--- config.mk ---
export PLATFORM = sky130hd
export DESIGN_NAME = bct_trigger
export DESIGN_NICKNAME = d
export VERILOG_FILES = /design/src/rtl/bct_pkg.sv /design/src/rtl/bct_trigger.sv
export VERILOG_INCLUDE_DIRS = /design/src /design/src/rtl
export SDC_FILE = /design/constraint.sdc
export NUM_CORES = 1
export LEC_CHECK = 0
export BUFFER_PORTS_ARGS = -buffer_cell sky130_fd_sc_hd__buf_4
export CAP_MARGIN = 30
export CORE_ASPECT_RATIO = 0.7
export CORE_MARGIN = 4
export CORE_UTILIZATION = 55
export CTS_BUF_LIST = sky130_fd_sc_hd__clkbuf_8
export CTS_CLUSTER_SIZE = 14
export DETAILED_ROUTE_END_ITERATION = 8
export GPL_ROUTABILITY_DRIVEN = 1
export PLACE_DENSITY = 0.78
export RECOVER_POWER = 50
export SLEW_MARGIN = 0
export SYNTH_ARGS = -nofsm -noshare
export SYNTH_HDL_FRONTEND = slang
export SYNTH_SLANG_ARGS = --single-unit
--- constraint.sdc ---
create_clock -name clk -period 2.5 [get_ports clk]
set_input_delay 0.375 -clock clk [delete_from_list [all_inputs] [get_ports clk]]
set_output_delay 0.375 -clock clk [all_outputs]
set_load 0.005 [all_outputs]
--- src/rtl/bct_regs.svh ---
// bct_regs.svh: offsets, field values, reset values and timing figures of the broadcast conversion trigger
// assumes a single 125 MHz clock and inclusion by bare name
`ifndef BCT_REGS_SVH
`define BCT_REGS_SVH

`define BCT_BCAST_ADDR   7'h7f
`define BCT_REG_CMD      8'h00
`define BCT_REG_RES3     8'h03
`define BCT_CMD_RST      16'h0000
`define BCT_MODE_BOTH    3'h3
`define BCT_ACQ_LONG     4'h3
`define BCT_RANGE_LOW    2'h0
`define BCT_CLK_NS       8
`define BCT_ACQ508_NS    508000
`define BCT_ACQ508_CYC   (`BCT_ACQ508_NS / `BCT_CLK_NS)
`define BCT_ACQ_OTHER    1024

`endif

--- src/rtl/bct_pkg.sv ---
// bct_pkg: types of the broadcast conversion trigger
// assumes bct_regs.svh supplies the numbers
package bct_pkg;

   typedef enum logic [3:0] {
      BCT_IDLE  = 4'h0,
      BCT_ADDR  = 4'h1,
      BCT_AACK  = 4'h3,
      BCT_PTR   = 4'h2,
      BCT_PACK  = 4'h6,
      BCT_WHI   = 4'h7,
      BCT_WACKH = 4'h5,
      BCT_WLO   = 4'h4,
      BCT_WACKL = 4'hc,
      BCT_RD    = 4'hd,
      BCT_RACK  = 4'hf
   } bct_st_t;

   // command word layout, msb first
   typedef struct packed {
      logic       rsv;
      logic [1:0] bus_range_select;
      logic [1:0] shunt_gain_select;
      logic [3:0] bus_acq_time;
      logic [3:0] shunt_acq_time;
      logic [2:0] mode;
   } bct_cmd_t;

   typedef struct packed {
      logic       scl_s1;
      logic       scl_s2;
      logic       scl_d;
      logic       sda_s1;
      logic       sda_s2;
      logic       sda_d;
      logic [6:0] addr_s1;
      logic [6:0] own_addr;
      bct_st_t    st;
      logic [7:0] sh;
      logic [3:0] bits;
      logic [7:0] ptr;
      logic [7:0] hi;
      logic       rnw;
      logic       byte_lo;
      logic       mack;
      logic       sda_drv;
      bct_cmd_t   cmd;
      logic [15:0] res;
      logic       busy;
      logic       phase;
      logic [19:0] tmr;
   } bct_state_t;

endpackage

--- src/rtl/bct_trigger.sv ---
// bct_trigger: two-wire register slave of a power monitor with broadcast-triggered conversion
// assumes scl/sda and the address straps come from pins; adc codes come from same-clock front-end logic
`timescale 1ns/100ps
`include "bct_regs.svh"

//////////////////////////////////////////////////////////////////////////////////////////////////////
// Contract
// RL1 - a write to slave address 0x7F is accepted whatever the own address is
// RL2 - register 0 holds bus range, shunt gain, both acquisition settings and mode
// RL3 - zero in both range fields selects 16V bus and 40mV shunt full scale
// RL4 - acquisition code 3 gives that channel 508us
// RL5 - mode 3 converts shunt then bus once, then stays idle
// RL6 - conversion starts as soon as the command write is executed
// RL7 - master programs identical ranges and acquisition settings into every monitor
// RL8 - after both conversions the master reads register 3 of each monitor in turn
// RL9 - master waits at least both acquisition times before reading results
module bct_trigger
   import bct_pkg::*;
#(
   parameter int ACQ_LONG_CYC  = `BCT_ACQ508_CYC,
   parameter int ACQ_OTHER_CYC = `BCT_ACQ_OTHER
) (
   input  wire logic        clk,
   input  wire logic        arst_n,
   input  wire logic        scl_in,
   input  wire logic        sda_in,
   output logic             sda_out,
   output logic             sda_oe_n,
   input  wire logic [6:0]  dev_addr,
   input  wire logic [15:0] shunt_code,
   input  wire logic [15:0] bus_code,
   output logic [1:0]       bus_range_select,
   output logic [1:0]       shunt_gain_select,
   output logic             bus_lowest_range,
   output logic             shunt_lowest_range,
   output logic             sample_shunt,
   output logic             sample_bus,
   output logic             conv_busy
);

   bct_state_t s;
   bct_state_t next_s;
   logic       scl_rise;
   logic       scl_fall;
   logic       start_c;
   logic       stop_c;
   logic       addr_hit;
   logic       wexec;
   logic [15:0] rd_word;

   function automatic logic [19:0] acq_cycles(input logic [3:0] code);
      if (code == `BCT_ACQ_LONG) begin
         acq_cycles = 20'(ACQ_LONG_CYC);
      end else begin
         acq_cycles = 20'(ACQ_OTHER_CYC);
      end
   endfunction

   assign scl_rise = s.scl_s2 & ~s.scl_d;
   assign scl_fall = ~s.scl_s2 & s.scl_d;
   assign start_c  = s.scl_s2 & s.scl_d & s.sda_d & ~s.sda_s2;
   assign stop_c   = s.scl_s2 & s.scl_d & ~s.sda_d & s.sda_s2;
   // broadcast only for writes; a read at the shared address would collide on the wire
   assign addr_hit = (s.sh[7:1] == s.own_addr) || (s.sh[7:1] == `BCT_BCAST_ADDR && !s.sh[0]); // RL1
   assign wexec    = scl_fall && s.st == BCT_WLO && s.bits == 4'h8 && s.ptr == `BCT_REG_CMD;
   assign rd_word  = (s.ptr == `BCT_REG_CMD) ? s.cmd : (s.ptr == `BCT_REG_RES3) ? s.res : 16'h0000;

   ////////////////////////////////////////////////////////////////////////////////////////////////////
   always_comb begin
      next_s         = s;
      next_s.scl_s1  = scl_in;
      next_s.scl_s2  = s.scl_s1;
      next_s.scl_d   = s.scl_s2;
      next_s.sda_s1  = sda_in;
      next_s.sda_s2  = s.sda_s1;
      next_s.sda_d   = s.sda_s2;
      next_s.addr_s1 = dev_addr;
      next_s.own_addr = s.addr_s1;

      if (scl_rise) begin
         case (s.st)
            BCT_ADDR, BCT_PTR, BCT_WHI, BCT_WLO, BCT_RD: begin
               next_s.sh   = {s.sh[6:0], s.sda_s2};
               next_s.bits = s.bits + 4'h1;
            end
            BCT_RACK: begin
               next_s.mack = ~s.sda_s2;
            end
            default: begin
            end
         endcase
      end

      if (scl_fall) begin
         case (s.st)
            BCT_ADDR: begin
               if (s.bits == 4'h8) begin
                  next_s.st      = addr_hit ? BCT_AACK : BCT_IDLE;
                  next_s.sda_drv = addr_hit;
                  next_s.rnw     = s.sh[0];
               end
            end
            BCT_AACK: begin
               next_s.bits = 4'h0;
               if (s.rnw) begin
                  next_s.st      = BCT_RD;
                  next_s.sh      = rd_word[15:8];
                  next_s.sda_drv = ~rd_word[15];
                  next_s.byte_lo = 1'b1;
               end else begin
                  next_s.st      = BCT_PTR;
                  next_s.sda_drv = 1'b0;
               end
            end
            BCT_PTR: begin
               if (s.bits == 4'h8) begin
                  next_s.ptr     = s.sh;
                  next_s.st      = BCT_PACK;
                  next_s.sda_drv = 1'b1;
               end
            end
            BCT_PACK, BCT_WACKL: begin
               next_s.st      = BCT_WHI;
               next_s.bits    = 4'h0;
               next_s.sda_drv = 1'b0;
            end
            BCT_WHI: begin
               if (s.bits == 4'h8) begin
                  next_s.hi      = s.sh;
                  next_s.st      = BCT_WACKH;
                  next_s.sda_drv = 1'b1;
               end
            end
            BCT_WACKH: begin
               next_s.st      = BCT_WLO;
               next_s.bits    = 4'h0;
               next_s.sda_drv = 1'b0;
            end
            BCT_WLO: begin
               if (s.bits == 4'h8) begin
                  next_s.st      = BCT_WACKL;
                  next_s.sda_drv = 1'b1;
                  if (wexec) begin
                     next_s.cmd = {s.hi, s.sh}; // RL2
                  end
               end
            end
            BCT_RD: begin
               if (s.bits == 4'h8) begin
                  next_s.st      = BCT_RACK;
                  next_s.sda_drv = 1'b0;
               end else begin
                  next_s.sda_drv = ~s.sh[7];
               end
            end
            BCT_RACK: begin
               next_s.bits = 4'h0;
               if (s.mack) begin
                  next_s.st      = BCT_RD;
                  next_s.sh      = s.byte_lo ? rd_word[7:0] : rd_word[15:8];
                  next_s.sda_drv = s.byte_lo ? ~rd_word[7] : ~rd_word[15];
                  next_s.byte_lo = ~s.byte_lo;
               end else begin
                  next_s.st = BCT_IDLE;
               end
            end
            default: begin
            end
         endcase
      end

      if (start_c) begin
         next_s.st      = BCT_ADDR;
         next_s.bits    = 4'h0;
         next_s.sda_drv = 1'b0;
      end else if (stop_c) begin
         next_s.st      = BCT_IDLE;
         next_s.sda_drv = 1'b0;
      end

      // conversion sequencer; a fresh command restarts it, mode bit 2 repeats it
      if (wexec) begin
         next_s.busy  = (s.sh[1:0] != 2'h0); // RL6
         next_s.phase = ~s.sh[0];
         next_s.tmr   = s.sh[0] ? acq_cycles(s.sh[6:3]) : acq_cycles({s.hi[2:0], s.sh[7]}); // RL4
      end else if (s.busy) begin
         if (s.tmr != 20'h0) begin
            next_s.tmr = s.tmr - 20'h1;
         end else if (!s.phase && s.cmd.mode[1]) begin
            next_s.phase = 1'b1; // RL5
            next_s.tmr   = acq_cycles(s.cmd.bus_acq_time);
         end else begin
            if (s.phase) begin
               next_s.res = bus_code;
            end else begin
               next_s.res = shunt_code;
            end
            next_s.busy  = s.cmd.mode[2]; // RL5
            next_s.phase = ~s.cmd.mode[0];
            next_s.tmr   = s.cmd.mode[0] ? acq_cycles(s.cmd.shunt_acq_time) : acq_cycles(s.cmd.bus_acq_time);
         end
      end
   end

   always_ff @(posedge clk or negedge arst_n) begin
      if (!arst_n) begin
         // bus synchronisers start at the idle-high line level so leaving reset fakes no edge
         s <= '{cmd: `BCT_CMD_RST, st: BCT_IDLE,
                scl_s1: 1'b1, scl_s2: 1'b1, scl_d: 1'b1,
                sda_s1: 1'b1, sda_s2: 1'b1, sda_d: 1'b1,
                default: '0};
      end else begin
         s <= next_s;
      end
   end

   ////////////////////////////////////////////////////////////////////////////////////////////////////
   assign sda_out            = 1'b0;
   assign sda_oe_n           = ~s.sda_drv;
   assign bus_range_select   = s.cmd.bus_range_select;
   assign shunt_gain_select  = s.cmd.shunt_gain_select;
   assign bus_lowest_range   = (s.cmd.bus_range_select == `BCT_RANGE_LOW); // RL3
   assign shunt_lowest_range = (s.cmd.shunt_gain_select == `BCT_RANGE_LOW); // RL3
   assign sample_shunt       = s.busy & ~s.phase;
   assign sample_bus         = s.busy & s.phase;
   assign conv_busy          = s.busy;
endmodule

==> impl_metrics.json, run 1 <==
{
  "outcome": "complete, but fails checks",
  "failed_checks": "max-capacitance violations, max-slew violations",
  "wl_per_cell_um": 18.6,
  "die_area_sq_um": 12300,
  "hold_ws_ps": 94.8,
  "leakage_nw": 3.11,
  "syn_nets": 613,
  "p_sw_mw": 1.10,
  "cp-start-kind": "flop",
  "setup_violations": 0,
  "die_x_um": 131,
  "hp-start": "scl_in",
  "synthDominantCellAreaShare_pct": 44.8,
  "yosys_warnings": 0,
  "finClkSkew_ps": 8.95,
  "first_global_vias": 4427,
  "relSlewSlack_pct": -41.3,
  "p_seq_share_pct": 56.6,
  "startpoint": "s[15]$_DFFE_PN0P_",
  "routed_wl_um": 14100,
  "p_per_area_nw_per_um2": 565,
  "worst_pin_slew_ps": 2120,
  "min_path_type": "input pin to flop",
  "drive_above_1_share_pct": 26.3,
  "switching_share_pct": 29.4,
  "grt_pass1_wl_um": 22900,
  "diodes": 0,
  "dp_hpwl_um": 10300,
  "start_util_pct": 56.2,
  "period_needed_ps": 2350,
  "syn_inst": 567,
  "avgSynthCellArea_sq_um": 10.2,
  "drv_slew": 112,
  "grt_max_degree": 71,
  "ant_nets": 0,
  "coreArea_sq_um": 10300,
  "numClockSinks": 110,
  "cts_tree": "done",
  "internal_power_mw": 2.64,
  "fin_nets": 664,
  "synth_edf_count": 0,
  "timing.critical_path.required_ps": 2770,
  "final_cell_mix": "dfrtp_1 (104), nand2_1 (65), buf_4 (65)",
  "end_kind": "flop",
  "num_rows": 31,
  "htree_levels": 3,
  "dpl-instance-area_sq_um": 6430,
  "yosys.cell_types.count": 69,
  "clockBufferDepth": 2,
  "critical_path_arrival_ps": 2620,
  "whs_endpoint": "next_s[108]$_DFF_PN1_",
  "io_pins": 54,
  "synth_ff_type": "dfrtp_1",
  "ys_seq_area_share_pct": 47.6,
  "grt_use_total_pct": 24.0,
  "antenna_found_initial": 0,
  "regToRegSetupSlack_ps": 150,
  "r2r-end": "s[31]$_DFFE_PN0P_",
  "synth_area_leaders": "dfrtp_1 (45%), mux2_2 (7.4%), nand2_1 (4.2%), mux2i_1 (2.9%), dfstp_2 (2.7%)",
  "setup_tns_ps": 0,
  "fmax_mhz": 425,
  "cts-buffers-inserted": 9,
  "drtIter0Drc": 579,
  "dpl.cell_count": 738,
  "clk_latency_ps": 380,
  "cts-root-buf": "clkbuf_8",
  "clk_pin_slew_ps": 100,
  "fin_crit_sh_pct": 94.1,
  "final_cell_count_no_fill": 755,
  "power_mw": 3.74,
  "cp_max_fo": 16,
  "synth_area_sq_um": 5800,
  "yosysTopAreaCell": "dfrtp_1",
  "fin_area_sq_um": 6620,
  "regToRegStartpoint": "s[15]$_DFFE_PN0P_",
  "via_per_inst": 6.18,
  "synth_seq_cells": 110,
  "clkPwrFrac_pct": 29.2,
  "drv_cap": 2,
  "area_delta_synth_final_pct": 14.1,
  "peakVddDrop_uv": 336,
  "hold_violations": 0,
  "rr_worst_depth": 7,
  "rsz0062_at_grt": "no",
  "dr.pass1.iters": 5,
  "gp_congestion": 0.948,
  "async_flop_share_pct": 100,
  "critPathKind": "flop to flop",
  "holdPathStages": 1,
  "grt_overflow": 0,
  "port_buffers": 52,
  "comb_power_share_pct": 14.2,
  "nFillCells": 804,
  "drc": 0,
  "fp.dieH_um": 93.9,
  "layout_commonest_cell": "dfrtp_1",
  "vias": 4669
}
## critical path, stage by stage (launching register included)
cell and delay, ps:
dfrtp_1 440, or4_4 580, nor4_4 140, buf_4 190, nand2_4 70, nor4_4 260
buf_12 200, mux2_2 350
## layer usage
metal / vias to the layer above / wire (um) / track usage, %
met5: - / 0 / 0
met4: 0 / 160 / 5.39
met3: 16 / 1370 / 7.22
met1: 2263 / 6690 / 36.5
li1: 2163 / - / -
met2: 227 / 5840 / 33.9
## synth_stat cells, drive strengths merged, types with 2 or more instances
master / instances
o21bai: 3
nand2: 66
dfrtp: 104
nand3: 12
xor2: 6
o31ai: 5
dfstp: 6
mux2i: 17
a31oi: 5
nor3: 9
a21oi: 27
mux2: 48
a311o: 5
a221oi: 2
a2111oi: 2
a211o: 2
nand4: 8
a21o: 2
or2: 7
nor2: 41
clkbuf: 31
a21boi: 6
nand2b: 8
nor2b: 7
inv: 9
a22oi: 10
o221ai: 2
xnor2: 8
o211ai: 3
o21ai: 20
or4: 5
a22o: 7
and3: 5
nand4b: 3
and2: 5
o22ai: 10
nor4: 13
a31o: 2
o21a: 2
buf: 8
or3: 6
ha: 3
## power by group through the flow
stage,Clock (mW),Sequential (mW),Combinational (mW)
2_1_floorplan,0,2.00,0.413
3_3_place_gp,0,2.13,0.502
3_5_place_dp,0,2.14,0.526
4_1_cts,1.11,2.11,0.532
5_1_grt,1.18,2.14,0.597
6_report,1.09,2.12,0.531
## sequential cells by signal, indices dropped and copies added, names as in the netlist
signal             flops
conv_busy              1
s                     94
next_s                11
bus_range_select       2
shunt_gain_select      2
## what timing repair did
| action | 4_1_cts | 5_1_grt |
|---|---|---|
| endpoints found under the setup margin | 0 | 8 |
| gates resized for setup | 0 | 5 |
| hold buffers | 0 | 0 |
| setup buffers | 0 | 1 |
## kinds of logic after synthesis
kind of cell | count (synthesis) | share of synthesized area [%]
other | 1 | 0.0646
DFF | 110 | 47.6
xor gates and xnor gates | 15 | 2.50
AOI/OAI and AO/OA | 124 | 14.6
muxes | 65 | 12.9
adders and majority gates | 3 | 0.647
buffers and inverters | 48 | 3.56
and+or+nand+nor | 201 | 18.2
## cell type report
class / instances / area [sq um] / share of cell area [%]
clock buffer: 10 / 138 / 2.08
timing repair buffer: 79 / 608 / 9.18
clock inverter: 6 / 62.6 / 0.944
inverter: 9 / 33.8 / 0.510
multi-input combinational: 409 / 2860 / 43.1
tap: 132 / 165 / 2.49
sequential: 110 / 2760 / 41.7
## stage by stage
| stage | setup WS [ps] | utilization [%] |
|---|---|---|
| global route | 51.5 | 64.2 |
| detailed placement | 89.9 | 62.3 |
| CTS | 63.6 | 64.2 |
| finish | 147 | 64.2 |
| global placement | 155 | 62.3 |
| floorplan | 2.27 | - |
## how the worst max path moves through the flow
stage | slack [ps] | to
final | 150 | s[31]$_DFFE_PN0P_
after detailed placement | 90 | s[14]$_DFFE_PN0P_
after global routing | 50 | s[3]$_DFFE_PN0P_
after floorplan | 2 | s[22]$_DFFE_PN0P_
after global placement | 160 | s[32]$_DFFE_PN0P_
after CTS | 60 | s[14]$_DFFE_PN0P_
Power figures use the tool's default switching activity.
==> inputs of run 2 (changes only) <==
BUFFER_PORTS_ARGS = unset   (was -buffer_cell sky130_fd_sc_hd__buf_4)
DONT_BUFFER_PORTS = 1   (was unset)
PLACE_DENSITY = 0.73   (was 0.78)
==> run 2 against run 1 <==
  * The flow finishes with violations (negative hold slack)
  * Global-route usage down 1.4 points
  * Via count down 4.2%
  * Critical path depth fell by 2
  * Worst setup slack gained 21 ps
  * Sequential share of layout area grew 2.1 points
  * Clock power is essentially flat
  * First-iteration DRC count is 11% higher
  * Count of clock-buffer cells in the layout decreased by 1
  * Register-to-register slack better by 20 ps
  * Maximum frequency rose by 0.90%
  * Largest power group unchanged
  * Highest routed layer unchanged
==> impl_metrics.json, run 2 (synthesized netlist as in run 1, its figures left out) <==
{
  "outcome": "complete, but fails checks",
  "failed_checks": "negative hold slack",
  "drv_slew": 0,
  "clk_pin_slew_ps": 110,
  "diodes": 0,
  "antenna_found_initial": 0,
  "grt_use_total_pct": 22.6,
  "drc": 0,
  "hold_ws_ps": -309,
  "setup_violations": 0,
  "relSlewSlack_pct": 59.9,
  "drive_above_1_share_pct": 19.2,
  "fin_crit_sh_pct": 93.3,
  "die_area_sq_um": 12300,
  "htree_levels": 3,
  "drv_cap": 0,
  "routed_wl_um": 13400,
  "cts-buffers-inserted": 9,
  "p_per_area_nw_per_um2": 584,
  "hold_violations": 110,
  "min_path_type": "input pin to async pin",
  "layout_commonest_cell": "dfrtp_1",
  "ant_nets": 0,
  "rsz0062_at_grt": "no",
  "crit_path_top_delay_cell": "or4_1",
  "port_buffers": 0,
  "io_pins": 54,
  "grt_max_degree": 111,
  "grt_overflow": 0,
  "rr_worst_depth": 5,
  "critPathBufInv": 0,
  "via_per_inst": 6.31,
  "area_delta_synth_final_pct": 8.69,
  "final_cell_count_no_fill": 709,
  "period_needed_ps": 2330,
  "worst_pin_slew_ps": 602,
  "postLayoutCoreUtil_pct": 61.1,
  "cp-start-kind": "flop",
  "fmax_mhz": 429,
  "num_rows": 31,
  "worstPathCellList": "or4_1 > or3_1 > nor4_1 > mux2i_1 > nor2_1",
  "gp_congestion": 0.862,
  "vias": 4474,
  "numClockSinks": 110,
  "cts-root-buf": "clkbuf_8",
  "largest_reg_flops": 94,
  "wl_per_cell_um": 19.0,
  "timing.critical_path.required_ps": 2770,
  "post_cts_buffers": 0,
  "grt_pass1_wl_um": 21600,
  "cts_tree": "done",
  "first_global_vias": 4111,
  "dpl.cell_count": 684,
  "critical_path_arrival_ps": 2600,
  "peakVddDrop_uv": 301,
  "critPathKind": "flop to flop",
  "final_cell_mix": "dfrtp_1 (104), nand2_1 (65), nor2_1 (41)",
  "slowest_delay_ps": 600,
  "largest_register": "s",
  "cp_max_fo": 8,
  "dr.pass1.iters": 6,
  "clk_latency_ps": 380,
  "leakage_nw": 2.89,
  "start_util_pct": 56.2,
  "end_kind": "flop",
  "drtIter0Drc": 642,
  "clockBufferDepth": 2,
  "coreArea_sq_um": 10300,
  "die_x_um": 131,
  "cp_top_family": "simple AND/OR/NAND/NOR gates",
  "dp_hpwl_um": 9520,
  "setup_tns_ps": 0,
  "finClkSkew_ps": 10.8,
  "fp.dieH_um": 93.9,
  "cp.depth": 5,
  "fin_nets": 618
}
-- run 2: stage by stage --
| step | power (mW) | hold slack, ps | area (sq um) | worst slack (ps) |
|---|---|---|---|---|
| after floorplan | 2.42 | 79.4 | 5800 | 2.27 |
| after global placement | 2.55 | 83.6 | 6010 | 226 |
| after detailed placement | 2.58 | 82.5 | 6010 | 141 |
| after CTS | 3.70 | -330 | 6230 | 124 |
| after global routing | 3.86 | -344 | 6310 | 54.8 |
| final | 3.68 | -309 | 6310 | 168 |
-- run 2: cell type report --
type | instances | area (sq um)
flip-flops and latches | 110 | 2760
well taps | 132 | 165
multi-input cells | 409 | 2850
clock buffers | 9 | 124
fillers | 819 | 4010
repair buffers | 33 | 295
clock inverters | 7 | 80.1
inverters | 9 | 33.8
-- run 2: path summary, 6_finish.rpt --
check	to	slack (ps)	from
setup / recovery	s[18]$_DFFE_PN0P_	170	s[2]$_DFFE_PN0P_
hold / removal	s[78]$_DFF_PN0_	-310	arst_n
setup reg to reg	s[18]$_DFFE_PN0P_	170	s[2]$_DFFE_PN0P_
hold reg to reg	s[96]$_DFF_PN0_	360	next_s[96]$_DFF_PN0_
max in group asynchronous	s[104]$_DFF_PN1_	2530	arst_n
min in group clk	s[24]$_DFFE_PN0P_	270	shunt_code[2]
-- run 2: timing repair --
action | 4_1_cts | 5_1_grt
hold buffers | 2 | 7
hold endpoints to repair | 112 | 117
gates resized for setup | 0 | 1
endpoints found under the setup margin | 0 | 3
-- run 2: where the power goes --
part | internal (mW) | switching (mW) | total [mW]
Combinational | 0.233 | 0.227 | 0.460
Sequential | 1.89 | 0.220 | 2.11
Clock | 0.476 | 0.638 | 1.11
-- run 2: per-layer routing --
layer / track usage (%) / vias up / share of wire [%]
met5: 0 / - / 0
met4: 4.45 / 0 / 1.2
met3: 7.33 / 16 / 11
met2: 30.3 / 226 / 41
met1: 35.6 / 2161 / 47
li1: - / 2071 / -
